===== src/shared/serial_host_consts.vh =====
// Constants for the dual serial host interface block
`ifndef SERIAL_HOST_CONSTS_VH
`define SERIAL_HOST_CONSTS_VH
`define ADDR_CMD_A 12'h000
`define ADDR_CMD_B 12'h004
`define ADDR_DATA_A 12'h008
`define ADDR_DATA_B 12'h00c
`define ADDR_EVENT_A 12'h010
`define ADDR_EVENT_B 12'h014
`define ADDR_IRQCTL 12'h018
`define ADDR_TXOUT_A 12'h01c
`define ADDR_TXOUT_B 12'h020
`define ADDR_RXIN_A 12'h024
`define ADDR_RXIN_B 12'h028
`define PTR_LSB 0
`define PTR_MSB 2
`define PTR_RESET 3'h0
`define VECTOR_RESET 8'h00
`define WR1_EXT_IE 0
`define WR1_TX_IE 1
`define WR1_STAT_AFFECTS_VEC 2
`define WR1_RX_MODE_LSB 3
`define WR1_RX_MODE_MSB 4
`define WR1_WR_ON_RX 5
`define WR1_WR_FUNC 6
`define WR1_WR_EN 7
`define RXM_OFF 2'h0
`define RXM_FIRST 2'h1
`define RXM_ALL_PAR 2'h2
`define RXM_ALL 2'h3
`define RR0_RX_AVAIL 0
`define RR0_IRQ_PEND 1
`define RR0_TX_EMPTY 2
`define RR0_DCD 3
`define RR0_SYNC 4
`define RR0_CTS 5
`define RR0_TX_UNDERRUN 6
`define RR0_BREAK 7
`define RR1_PARITY 4
`define RR1_OVERRUN 5
`define RR1_CRC_FRAMING 6
`define RR1_END_OF_FRAME 7
`define OP_PREFIX 8'hed
`define OP_RETURN 8'h4d
`define RX_FIFO_DEPTH 3
`define TX_SHIFT_WIDTH 20
`define SRC_COUNT 6
`endif


===== src/core/dual_serial_host_interface.v =====
// Dual serial host interface: APB registers, vectored daisy-chain interrupts, wait/ready
`timescale 1ns/100ps
`include "serial_host_consts.vh"
module dual_serial_host_interface (
  input wire clock,
  input wire reset,
  input wire clockEnable,
  input wire psel,
  input wire penable,
  input wire pwrite,
  input wire [11:0] paddr,
  input wire [31:0] pwdata,
  output reg [31:0] prdata,
  output wire pready,
  output wire pslverr,
  input wire [1:0] rxCharValid,
  input wire [15:0] rxChar,
  input wire [1:0] rxParityErr,
  input wire [1:0] rxFrameErr,
  input wire [1:0] rxEndOfFrame,
  input wire [1:0] txShiftReady,
  input wire [1:0] ctsIn,
  input wire [1:0] carrier_detect_in,
  input wire [1:0] syncIn,
  input wire [1:0] breakAbortIn,
  input wire [1:0] crcSendingIn,
  input wire [1:0] txUnderrunIn,
  output wire [1:0] txLoad,
  output wire [39:0] txShift,
  input wire opFetchN,
  input wire intAckN,
  input wire opValid,
  input wire [7:0] opByte,
  input wire chain_enable_in,
  output wire chain_enable_out,
  output wire intReqOut,
  output wire intReqOe,
  output reg [7:0] vectorOut,
  output reg vectorValid,
  output wire [1:0] waitReadyOut,
  output wire [1:0] waitReadyOe
);
  wire [7:0] rdA, rdB, modeA, modeB, vecB;
  // Channel A copy of the vector register is never read
  wire [15:0] modeBus, vecBus;
  wire [5:0] ptrBus;
  wire [`SRC_COUNT*2-1:0] pendView;
  reg [`SRC_COUNT*2-1:0] pendHeld_reg;
  wire [2:0] ptrA, ptrB;
  wire [1:0] rxAvail, txEmpty;
  wire [`SRC_COUNT*2-1:0] pend;
  reg [`SRC_COUNT*2-1:0] service_reg;
  reg [`SRC_COUNT*2-1:0] ack;
  reg prefixSeen_reg;
  reg [7:0] modVector;
  reg [3:0] winner;
  reg anyPend;
  wire apbWr, apbRd, mapped;
  wire [7:0] regOut [0:1];
  wire [1:0] wrStb, rdStb;
  wire [2:0] selOut [0:1];
  integer k;

  assign apbWr = psel && penable && pwrite;
  assign apbRd = psel && penable && !pwrite;
  assign pready = 1'b1;
  assign mapped = paddr <= `ADDR_RXIN_B && paddr[1:0] == 2'h0;
  assign pslverr = psel && penable && !mapped;

  genvar c;
  generate
    for (c = 0; c < 2; c = c + 1) begin : chan
      wire isCmd, isData;
      assign isCmd = paddr == (c ? `ADDR_CMD_B : `ADDR_CMD_A);
      assign isData = paddr == (c ? `ADDR_DATA_B : `ADDR_DATA_A);
      // A pointer-2 write on A lands in the unread copy, so the pointer still returns
      assign wrStb[c] = apbWr && (isCmd || isData);
      assign rdStb[c] = apbRd && (isCmd || isData);
      assign selOut[c] = isData ? 3'h7 : (c ? ptrB : ptrA);
      // Wait/ready: enable, function, direction bits
      wire [7:0] m;
      wire able;
      assign m = c ? modeB : modeA;
      assign able = m[`WR1_WR_ON_RX] ? rxAvail[c] : txEmpty[c];
      assign waitReadyOut[c] = m[`WR1_WR_FUNC] ? !able : 1'b0;
      assign waitReadyOe[c] = m[`WR1_WR_EN] && (m[`WR1_WR_FUNC] || !able);
      serial_channel #(.DEPTH(`RX_FIFO_DEPTH)) unit (
        .clock(clock),
        .reset(reset),
        .clockEnable(clockEnable),
        .regSel(selOut[c]),
        .dataSel(isData),
        .wrStrobe(wrStb[c]),
        .rdStrobe(rdStb[c]),
        .wrData(pwdata[7:0]),
        .vectorIn(modVector),
        .rxCharValid(rxCharValid[c]),
        .rxChar(rxChar[c*8 +: 8]),
        .rxParityErr(rxParityErr[c]),
        .rxFrameErr(rxFrameErr[c]),
        .rxEndOfFrame(rxEndOfFrame[c]),
        .txShiftReady(txShiftReady[c]),
        .ctsIn(ctsIn[c]),
        .carrierDetectIn(carrier_detect_in[c]),
        .syncIn(syncIn[c]),
        .breakAbortIn(breakAbortIn[c]),
        .crcSendingIn(crcSendingIn[c]),
        .txUnderrunIn(txUnderrunIn[c]),
        .ackRx(ack[c*`SRC_COUNT + 0]),
        .ackSpecial(ack[c*`SRC_COUNT + 1]),
        .ackTx(ack[c*`SRC_COUNT + 2]),
        .ackExt(ack[c*`SRC_COUNT + 3]),
        .regRdData(regOut[c]),
        .ctrlMode(modeBus[c*8 +: 8]),
        .vectorReg(vecBus[c*8 +: 8]),
        .rxPend(pend[c*`SRC_COUNT + 0]),
        .specialPend(pend[c*`SRC_COUNT + 1]),
        .txPend(pend[c*`SRC_COUNT + 2]),
        .extPend(pend[c*`SRC_COUNT + 3]),
        .txLoad(txLoad[c]),
        .txShift(txShift[c*20 +: 20]),
        .rxAvail(rxAvail[c]),
        .txEmpty(txEmpty[c]),
        .ptrReg(ptrBus[c*3 +: 3])
      );
      assign pend[c*`SRC_COUNT + 5 : c*`SRC_COUNT + 4] = 2'h0;
    end
  endgenerate
  assign rdA = regOut[0];
  assign rdB = regOut[1];
  assign modeA = modeBus[7:0];
  assign modeB = modeBus[15:8];
  assign vecB = vecBus[15:8];
  assign ptrA = ptrBus[2:0];
  assign ptrB = ptrBus[5:3];

  // Snapshot while fetch is high; a source arriving mid-acknowledge waits
  assign pendView = opFetchN ? pend : pendHeld_reg;
  always @(posedge clock) begin
    if (reset) pendHeld_reg <= {`SRC_COUNT*2{1'b0}};
    else if (clockEnable && opFetchN) pendHeld_reg <= pend;
  end

  // Priority: A before B; within channel rx, then special, then tx, then ext
  always @* begin
    winner = 4'hf;
    for (k = `SRC_COUNT*2 - 1; k >= 0; k = k - 1) begin
      if (pendView[k] && (k % `SRC_COUNT) < 4) winner = k[3:0];
    end
    anyPend = (winner != 4'hf);
  end

  // Vector modification: bits 3:1 from channel and source
  always @* begin
    modVector = vecB;
    if (modeB[`WR1_STAT_AFFECTS_VEC]) begin
      case (winner)
        4'h0: modVector[3:1] = 3'h6;
        4'h1: modVector[3:1] = 3'h7;
        4'h2: modVector[3:1] = 3'h4;
        4'h3: modVector[3:1] = 3'h5;
        4'h6: modVector[3:1] = 3'h2;
        4'h7: modVector[3:1] = 3'h3;
        4'h8: modVector[3:1] = 3'h0;
        4'h9: modVector[3:1] = 3'h1;
        default: modVector[3:1] = 3'h3;
      endcase
    end
  end

  wire anyService;
  wire ackCycle;
  assign anyService = |service_reg;
  // Pending is masked off the chain once the prefix opcode is seen
  assign chain_enable_out = chain_enable_in && !anyService
    && !(anyPend && !prefixSeen_reg);
  assign intReqOut = 1'b0;
  assign intReqOe = anyPend && chain_enable_in && !anyService;
  assign ackCycle = !opFetchN && !intAckN;

  always @(posedge clock) begin
    if (reset) begin
      service_reg <= {`SRC_COUNT*2{1'b0}};
      prefixSeen_reg <= 1'b0;
      vectorOut <= 8'h00;
      vectorValid <= 1'b0;
      ack <= {`SRC_COUNT*2{1'b0}};
    end else if (clockEnable) begin
      ack <= {`SRC_COUNT*2{1'b0}};
      vectorValid <= 1'b0;
      if (ackCycle && chain_enable_in && anyPend && !anyService) begin
        vectorOut <= modVector;
        vectorValid <= 1'b1;
        service_reg[winner] <= 1'b1;
        ack[winner] <= 1'b1;
      end else if (opValid) begin
        // Opcodes arrive with fetch low, so decoding is not frozen
        if (opByte == `OP_PREFIX) prefixSeen_reg <= 1'b1;
        else begin
          if (prefixSeen_reg && opByte == `OP_RETURN && chain_enable_in)
            service_reg <= {`SRC_COUNT*2{1'b0}};
          prefixSeen_reg <= 1'b0;
        end
      end
    end
  end

  // APB read data, registered on the setup cycle
  always @(posedge clock) begin
    if (reset) prdata <= 32'h00000000;
    else if (clockEnable && psel && !penable) begin
      case (paddr)
        `ADDR_CMD_A, `ADDR_DATA_A: prdata <= {24'h000000, rdA};
        `ADDR_CMD_B, `ADDR_DATA_B: prdata <= {24'h000000, rdB};
        `ADDR_EVENT_A: prdata <= {26'h0, pend[5:0]};
        `ADDR_EVENT_B: prdata <= {26'h0, pend[11:6]};
        `ADDR_IRQCTL: prdata <= {20'h00000, service_reg};
        `ADDR_TXOUT_A: prdata <= {30'h0, txEmpty[0], rxAvail[0]};
        `ADDR_TXOUT_B: prdata <= {30'h0, txEmpty[1], rxAvail[1]};
        default: prdata <= 32'h00000000;
      endcase
    end
  end
endmodule


===== src/core/serial_channel.v =====
// One channel: register set, receive queue, transmit buffer and event sources
`timescale 1ns/100ps
`include "serial_host_consts.vh"
module serial_channel #(
  parameter DEPTH = `RX_FIFO_DEPTH
) (
  input wire clock,
  input wire reset,
  input wire clockEnable,
  input wire [2:0] regSel,
  input wire dataSel,
  input wire wrStrobe,
  input wire rdStrobe,
  input wire [7:0] wrData,
  input wire [7:0] vectorIn,
  input wire rxCharValid,
  input wire [7:0] rxChar,
  input wire rxParityErr,
  input wire rxFrameErr,
  input wire rxEndOfFrame,
  input wire txShiftReady,
  input wire ctsIn,
  input wire carrierDetectIn,
  input wire syncIn,
  input wire breakAbortIn,
  input wire crcSendingIn,
  input wire txUnderrunIn,
  input wire ackRx,
  input wire ackSpecial,
  input wire ackTx,
  input wire ackExt,
  output reg [7:0] regRdData,
  output reg [7:0] ctrlMode,
  output reg [7:0] vectorReg,
  output reg rxPend,
  output reg specialPend,
  output reg txPend,
  output reg extPend,
  output reg txLoad,
  output reg [`TX_SHIFT_WIDTH-1:0] txShift,
  output wire rxAvail,
  output wire txEmpty,
  output reg [2:0] ptrReg
);
  reg [7:0] rxParam, miscParam, txParam, syncLow, syncHigh;
  reg [7:0] rxData [0:DEPTH-1];
  reg [DEPTH-1:0] rxParity, rxFrame, rxEof;
  reg [1:0] rxCount;
  reg [7:0] txBuf;
  reg txFull, txWritten, firstSeen, overrunFlag, breakPrev;
  reg [2:0] extPrev;
  wire [2:0] extNow;
  wire [1:0] rxMode;
  wire rxPop, rxPush, breakEdge;
  wire specialCond;
  integer i;

  assign rxMode = ctrlMode[`WR1_RX_MODE_MSB:`WR1_RX_MODE_LSB];
  assign rxAvail = (rxCount != 2'h0);
  assign txEmpty = !txFull;
  assign extNow = {syncIn, carrierDetectIn, ctsIn};
  // Data port has its own select, so pointer 7 still reaches its register
  assign rxPop = rdStrobe && dataSel && rxAvail;
  assign rxPush = rxCharValid && (rxCount != DEPTH[1:0] || rxPop);
  assign breakEdge = breakAbortIn != breakPrev;
  assign specialCond = rxCharValid && (rxFrameErr || rxEndOfFrame
    || (rxParityErr && rxMode == `RXM_ALL_PAR) || (rxCount == DEPTH[1:0] && !rxPop));

  always @* begin
    case (regSel)
      3'h0: regRdData = {breakAbortIn, txUnderrunIn, ctsIn, syncIn, carrierDetectIn,
        txEmpty, rxPend | txPend | extPend | specialPend, rxAvail};
      3'h1: regRdData = {rxEof[0], rxFrame[0], overrunFlag, rxParity[0], 4'h1};
      3'h2: regRdData = vectorIn;
      default: regRdData = 8'h00;
    endcase
    if (dataSel) regRdData = rxData[0];
  end

  always @(posedge clock) begin
    if (reset) begin
      ptrReg <= `PTR_RESET;
      ctrlMode <= 8'h00;
      vectorReg <= `VECTOR_RESET;
      rxParam <= 8'h00;
      miscParam <= 8'h00;
      txParam <= 8'h00;
      syncLow <= 8'h00;
      syncHigh <= 8'h00;
      rxCount <= 2'h0;
      rxParity <= {DEPTH{1'b0}};
      rxFrame <= {DEPTH{1'b0}};
      rxEof <= {DEPTH{1'b0}};
      for (i = 0; i < DEPTH; i = i + 1) rxData[i] <= 8'h00;
      txBuf <= 8'h00;
      txFull <= 1'b0;
      txWritten <= 1'b0;
      txLoad <= 1'b0;
      txShift <= {`TX_SHIFT_WIDTH{1'b0}};
      firstSeen <= 1'b0;
      overrunFlag <= 1'b0;
      rxPend <= 1'b0;
      specialPend <= 1'b0;
      txPend <= 1'b0;
      extPend <= 1'b0;
      extPrev <= 3'h0;
    end else if (clockEnable) begin
      txLoad <= 1'b0;
      extPrev <= extNow;
      if (wrStrobe && !dataSel) begin
        case (ptrReg)
          3'h0: ptrReg <= wrData[`PTR_MSB:`PTR_LSB];
          3'h1: ctrlMode <= wrData;
          3'h2: vectorReg <= wrData;
          3'h3: rxParam <= wrData;
          3'h4: miscParam <= wrData;
          3'h5: txParam <= wrData;
          3'h6: syncLow <= wrData;
          default: syncHigh <= wrData;
        endcase
        if (ptrReg != 3'h0) ptrReg <= `PTR_RESET;
        if (ptrReg == 3'h0 && wrData[5:3] == 3'h2) firstSeen <= 1'b0;
      end else if (rdStrobe && !dataSel && regSel != 3'h0) begin
        ptrReg <= `PTR_RESET;
      end
      // Receive queue, shifted on pop
      if (rxPop) begin
        for (i = 0; i < DEPTH - 1; i = i + 1) begin
          rxData[i] <= rxData[i+1];
          rxParity[i] <= rxParity[i+1];
          rxFrame[i] <= rxFrame[i+1];
          rxEof[i] <= rxEof[i+1];
        end
      end
      if (rxPush) begin
        rxData[rxPop ? rxCount - 2'h1 : rxCount] <= rxChar;
        rxParity[rxPop ? rxCount - 2'h1 : rxCount] <= rxParityErr;
        rxFrame[rxPop ? rxCount - 2'h1 : rxCount] <= rxFrameErr;
        rxEof[rxPop ? rxCount - 2'h1 : rxCount] <= rxEndOfFrame;
      end
      if (rxPush && !rxPop) rxCount <= rxCount + 2'h1;
      else if (rxPop && !rxPush) rxCount <= rxCount - 2'h1;
      if (rxCharValid && rxCount == DEPTH[1:0] && !rxPop) overrunFlag <= 1'b1;
      else if (rdStrobe && regSel == 3'h1) overrunFlag <= 1'b0;
      // Receive interrupt sources; set wins over acknowledge
      if (rxCharValid && (rxMode == `RXM_ALL || rxMode == `RXM_ALL_PAR
          || (rxMode == `RXM_FIRST && !firstSeen))) rxPend <= 1'b1;
      else if (ackRx) rxPend <= 1'b0;
      if (rxCharValid && rxMode == `RXM_FIRST) firstSeen <= 1'b1;
      if (rxMode != `RXM_OFF && specialCond
          && !(rxMode == `RXM_FIRST && rxParityErr && !rxFrameErr && !rxEndOfFrame
          && rxCount != DEPTH[1:0])) specialPend <= 1'b1;
      else if (ackSpecial) specialPend <= 1'b0;
      // Transmit buffer and shift register
      if (wrStrobe && dataSel) begin
        txBuf <= wrData;
        txFull <= 1'b1;
        txWritten <= 1'b1;
      end else if (txFull && txShiftReady) begin
        txShift <= {syncHigh, syncLow[3:0], txBuf};
        txLoad <= 1'b1;
        txFull <= 1'b0;
      end
      if (txFull && txShiftReady && ctrlMode[`WR1_TX_IE] && txWritten) txPend <= 1'b1;
      else if (ackTx || (wrStrobe && dataSel)) txPend <= 1'b0;
      // External/status: pin transitions, break/abort both edges, CRC sending
      if (ctrlMode[`WR1_EXT_IE] && ((extNow != extPrev) || crcSendingIn || breakEdge))
        extPend <= 1'b1;
      else if (ackExt) extPend <= 1'b0;
    end
  end

  always @(posedge clock) begin
    if (reset) breakPrev <= 1'b0;
    else if (clockEnable) breakPrev <= breakAbortIn;
  end
endmodule


===== config.mk =====
export PLATFORM = sky130hd
export DESIGN_NAME = dual_serial_host_interface
export DESIGN_NICKNAME = d
export VERILOG_FILES = /design/src/core/dual_serial_host_interface.v /design/src/core/serial_channel.v
export VERILOG_INCLUDE_DIRS = /design/src /design/src/shared
export SDC_FILE = /design/constraint.sdc
export NUM_CORES = 1
export LEC_CHECK = 0
export ABC_AREA = 1
export BUFFER_PORTS_ARGS = -buffer_cell sky130_fd_sc_hd__buf_2
export CAP_MARGIN = 25
export CORE_ASPECT_RATIO = 1.2
export CORE_UTILIZATION = 35
export DETAILED_ROUTE_END_ITERATION = 6
export PLACE_DENSITY_LB_ADDON = 0.2
export SYNTH_ARGS = -nofsm -noshare
export SYNTH_HDL_FRONTEND = slang
export SYNTH_SLANG_ARGS = --single-unit
export TNS_END_PERCENT = 20

===== constraint.sdc =====
create_clock -name clock -period 3.5 [get_ports clock]
set_input_delay 0.525 -clock clock [delete_from_list [all_inputs] [get_ports clock]]
set_output_delay 0.525 -clock clock [all_outputs]
set_load 0.01 [all_outputs]

## Word-level counts from Yosys, hierarchy flattened

Memory sizes are Yosys's and may differ from the RTL's.
Index checks and enable logic that the tools add are counted.

| storage, ports and cells | value |
|---|---|
| register bits | 230 |
| bits in latches | 0 |
| memory bits (writable) | 48 |
| ROM bits | 48 |
| input port bits | 100 |
| output and inout port bits | 92 |
| memories | 3 |

Memory list:

| memory | depth | bits a word | rd ports | clocked after memory_dff | wr ports | RTL line | text |
|---|---|---|---|---|---|---|---|
| (name not given) | 16 | 3 | 1 | 0 | 0 | dual_serial_host_interface.v:157 | `case (winner)` |
| chan[0].unit.rxData | 3 | 8 | 3 | 0 | 3 | serial_channel.v:46 | `reg [7:0] rxData [0:DEPTH-1];` |
| chan[1].unit.rxData | 3 | 8 | 3 | 0 | 3 | serial_channel.v:46 |  |

| operators by class | value |
|---|---|
| add/sub/neg operators | 4 |
| multipliers | 0 |
| div/mod/pow operators | 0 |
| $lt $le $gt $ge | 7 |
| equal/unequal tests | 45 |
| shift operators | 0 |
| muxes and demuxes | 140 |
| bitwise logic cells | 16 |
| reductions and logical operators | 211 |

Operator list:

| operator | number |
|---|---|
| $logic_and A1 B1 Y1 | 86 |
| $pmux W12 S7 | 1 |
| $mux W2 | 32 |
| $mux W8 | 8 |
| $mux W1 | 63 |
| $reduce_bool A2 Y1 | 26 |
| $eq A12 B5 Y1 const B | 4 |
| $mux W12 | 4 |
| $pmux W8 S3 | 2 |
| $reduce_and A3 Y1 | 14 |
| $mux W3 | 13 |
| $reduce_and A2 Y1 | 19 |
| $logic_not A1 Y1 | 26 |
| $eq A12 B4 Y1 const B | 2 |
| $mux W4 | 6 |
| $logic_or A1 B1 Y1 | 22 |
| $eq A3 B2 Y1 const B | 7 |
| $mux W10 | 2 |
| $bwmux W3 | 6 |
| $eq A3 B3 Y1 const B | 6 |
| $reduce_or A8 Y1 | 2 |
| $reduce_or A7 Y1 | 2 |
| $eq A12 B3 Y1 const B | 1 |
| $eq A12 B6 Y1 const B | 1 |
| 29 further kinds | 68 |

## Depth between registers and ports, before layout

| depth | value |
|---|---|
| depth after elaboration | 15 |
| mapped depth | 16 |
| depth with buffers taken out | 14 |

## Cells and area by module

A second synthesis with hierarchy kept.

| second synthesis, totals | value |
|---|---|
| cells, all modules | 1640 |
| area total of the unflattened synthesis | 12435.7 um^2 |

Modules (own cells, without submodules):

| module | times used | cells an instance | area an instance (um^2) | sequential area each (um^2) |
|---|---|---|---|---|
| serial_channel (chan[1].unit) | 1 | 588 | 4725.8 | 2382.3 |
| serial_channel (chan[0].unit) | 1 | 590 | 4690.7 | 2382.3 |
| dual_serial_host_interface | 1 | 462 | 3019.1 | 1001.0 |

## Least setup slack after synthesis

OpenSTA, ideal clock, no wires.

| path | value |
|---|---|
| kind | input -> register |
| from | in paddr[3] |
| to | mem chan[1].unit.rxData[0][0] (enable) |
| library setup time | 0.297 ns |
| arrival time | 2.108 ns |
| data required time | 3.203 ns |
| setup slack | 1.094 ns |
| stages on the path | 10 |
| path through | buf_2 > nand2_2 > nor3_4 > nand4_4 > xor2_2 > nor2_4 > and2_4 > inv_2 > buf_6 > nand2_1 |

RTL lines:

| element | RTL line | text |
|---|---|---|
| start, declared | dual_serial_host_interface.v:11 | `input wire [11:0] paddr,` |
| end, declared | serial_channel.v:46 |  |

## Final worst setup path

| path | value |
|---|---|
| from | reg chan[0].unit.rxPend |
| to | out chain_enable_out |

| on the way | value |
|---|---|
| word-level cells in the longest chain between the ends | 6 |

Ends and longest elaborated chain:

| element | RTL line | text |
|---|---|---|
| start, declared | serial_channel.v:35 | `output reg rxPend,` |
| start signal, assigned | serial_channel.v:102 | `rxPend <= 1'b0;` |
| start signal, assigned | serial_channel.v:148 | `else if (ackRx) rxPend <= 1'b0;` |
| $mux W10 | dual_serial_host_interface.v:138 | `assign pendView = opFetchN ? pend : pendHeld_reg;` |
| $mux W4 | dual_serial_host_interface.v:148 | `` if (pendView[k] && (k % `SRC_COUNT) < 4) winner = k[3:0]; `` |
| $ne A4 B4 Y1 | dual_serial_host_interface.v:150 | `anyPend = (winner != 4'hf);` |
| $logic_and A1 B1 Y1 | dual_serial_host_interface.v:176 | `&& !(anyPend && !prefixSeen_reg);` |
| $logic_not A1 Y1 | dual_serial_host_interface.v:176 |  |
| $logic_and A1 B1 Y1 | dual_serial_host_interface.v:176 |  |
| end, declared | dual_serial_host_interface.v:35 | `output wire chain_enable_out,` |

No other way between the ends.

==> flow_summary.ini <==
[status]
outcome = finished, final reports clean

[sta]
rsz0062_at_grt = no
fin_setup_tns_ns = 0
skew_ns = 0.0140
tightest_slew_ns = 0.823
slew_viol_final = 0
setup_ws_ns = 0.770
finalCritPeriodShare_pct = 78.0
hold_viol_final = 0
period_needed_ns = 2.73
fmax_ghz = 0.366
finalSetupViolCount = 0
slew_headroom_pct = 44.7

[worst_hold_path]
hold_depth = 3
hold_end = prefixSeen_reg
worstHoldStart = opValid
hold_path_class = in -> reg

[finish]
nFillCells = 3366
largest-register = chan.unit.rxData
layout.nets = 1737
drive_above_1_share_pct = 16.7
mostFrequentLayoutCells = nand2_1, dfxtp_1, a21oi_1, inv_1, o21ai_0
syn2layout_area_growth_pct = 16.6
top_regs = chan.unit.rxData x48, chan.unit.txShift x40
largest_register_ffs = 48
n_antenna_cell = 0
mostFrequentLayoutCell = nand2_1

[worst_setup_path]
arrival_ns = 2.21
cp_cell_sequence = nand2_1, o21ai_0, nor2_2, nand2_2, nor2_2, nand3_2, a21boi_0, buf_2
rrSetupSlack_ns = 0.91
cpMostUsedCell = nor2_2
path_buf_inv = 1
rr_endpoint = chan[0].unit.rxData[0][1]
critPathTopFamily = simple AND/OR/NAND/NOR gates
worstPathRequired_ns = 2.97
cpMaxStageDelayCell = dfxtp_1
cp_slowest_stage_delay_ns = 0.36
worstPathMaxFanout = 5
crit_path_end_kind = primary output
r2r_start = chan[0].unit.rxCount[0]
start_kind = flop
r2r_cells = 9
worstSetupPathType = reg -> out

[grt]
grt_max_degree = 133
grt_first_pass_wirelength_mm = 52.3
grt_pass1_vias = 9578
antenna_found_initial = 1
grt_overflow = 0
track_usage_pct = 19.5

[yosys]
ys_async_sr_fraction_pct = 0
ys.flop_type = dfxtp_1
synth_cell_types = 51
yosysTopAreaCellShare_pct = 35.5
synthCells = 1506
ys_seq_area_share_pct = 47.8
synth.area.top_cells = dfxtp_1, edfxtp_1, nand2_1, a21oi_1, o21ai_0
yosysWarningCount = 0
netlist_area_um2 = 11700
synth_area_leader_cell = dfxtp_1
synth-edff-count = 48
synth_area_per_cell_um2 = 7.75
ys_ff_latch = 255

[clock_tree]
root_buffer = clkbuf_16
cts_setup_buffers = 0
cts_resized = 0
clock_sinks = 255
cts_buffers = 28
hold_buffers = 0
clock_path_buffers = 3
h-tree-depth = 1
cts_tree = done
clock_latency_ns = 0.55
cts.clk_slew.worst_paths_ns = 0.06

[floorplan]
start_util_pct = 35.9
design.die.area_um2 = 34100
rows = 72
core_um2 = 32500
pin_count = 192
die_x_um = 169
die_h_um = 202

[place]
io_buffers = 145
post-dp-hpwl_mm = 24.5
pre_cts_slack_ns = 0.561
gp_congestion = 0.944

[drt]
drc = 0
routedWlPerCell_um = 16.0
first_pass_iters = 5
detail-route-antenna-nets = 0
vias = 10300
routed_via_density = 4.93
drtIter0Drc = 627
wirelength_mm = 33.4

[pwr]
vdd_ir_drop_max_v = 0.000313
cellLeakagePower_nw = 5.74
power.density_nw_per_um2 = 470

[flow_run]
maxCapViolations = 0
==> worst max path at each step <==
stage,startpoint,endpoint,slack (ns),depth (start not counted)
6_report,chan[0].unit.rxPend,chain_enable_out,0.77,8
4_1_cts,chan[0].unit.rxPend,chain_enable_out,0.76,8
3_3_place_gp,paddr[1],chan[0].unit.rxData[0][0],0.59,12
2_1_floorplan,paddr[3],chan[1].unit.rxData[0][0],1.09,10
5_1_grt,chan[0].unit.rxPend,chain_enable_out,0.60,8
3_5_place_dp,paddr[7],chan[0].unit.rxData[0][2],0.56,12
==> kinds of logic after synthesis <==
| family | share of synthesized area [%] |
|---|---|
| mux | 0.257 |
| flops | 47.8 |
| fa+ha+maj | 0.643 |
| xor+xnor | 0.814 |
| compound gates | 18.2 |
| buf+inv | 9.85 |
| simple gates | 22.4 |
| other cells | 0.0643 |
==> through the flow <==
step	instance area [um2]	total power, W	instances	hold slack (ns)	util (%)
6_report	13600	0.00641	2095	0.266	41.9
2_1_floorplan	11800	0.00343	1526	0.420	-
3_3_place_gp	12700	0.00357	2045	0.429	39.1
3_5_place_dp	12700	0.00358	2045	0.433	39.1
5_1_grt	13600	0.00664	2095	0.276	41.9
4_1_cts	13600	0.00648	2095	0.247	41.9
==> where the power goes <==
group          switching, W  internal [W]  leakage [nW]
clock               0.00119       0.00170         0.452
sequential        0.0000282       0.00305          2.17
combinational      0.000309      0.000131          3.12
==> layer usage <==
metal / part of all wire [%] / track usage [%]
met1: 45 / 25.5
met2: 46 / 32.5
met3: 4.9 / 2.35
met4: 3.7 / 7.92
met5: 0.033 / 0
==> layout make-up <==
cell class	instances	area, um2	share of cell area (%)
flip-flops and latches	255	5590	41.0
multi-input cells	1006	5020	36.8
repair buffers	162	878	6.45
clock buffers	41	863	6.34
inverters	178	668	4.90
well taps	444	556	4.08
clock inverters	9	53.8	0.395
==> worst reg2reg max path, cell delays in order, from the launching register on <==
cell and delay, ns:
dfxtp_1 0.39, inv_1 0.11, ha_1 0.21, inv_1 0.26, nand2_2 0.32, nand2_1 0.19
o21ai_2 0.12, nor2_4 0.17, nand2_2 0.18, nand2_1 0.31
==> synth_stat cells, types with 3 or more instances <==
library cell / n
o21ai_0: 156
a21oi_1: 171
nor3_2: 4
nand3_1: 99
xor2_1: 8
nor2_1: 144
buf_4: 29
nand3_2: 5
o21ai_1: 23
inv_2: 13
nand4_1: 16
inv_1: 163
o21a_1: 4
o211ai_1: 3
o22ai_1: 11
o41ai_1: 3
edfxtp_1: 48
nor2_4: 6
buf_6: 4
a211oi_1: 14
nor3_1: 13
nor2_2: 9
nand2_2: 9
dfxtp_1: 207
nand2_1: 242
nor3_4: 5
clkbuf_1: 34
buf_1: 7
ha_1: 6
buf_2: 13
o21ai_2: 8
mux2i_1: 3
Power figures use the tool's default switching activity.
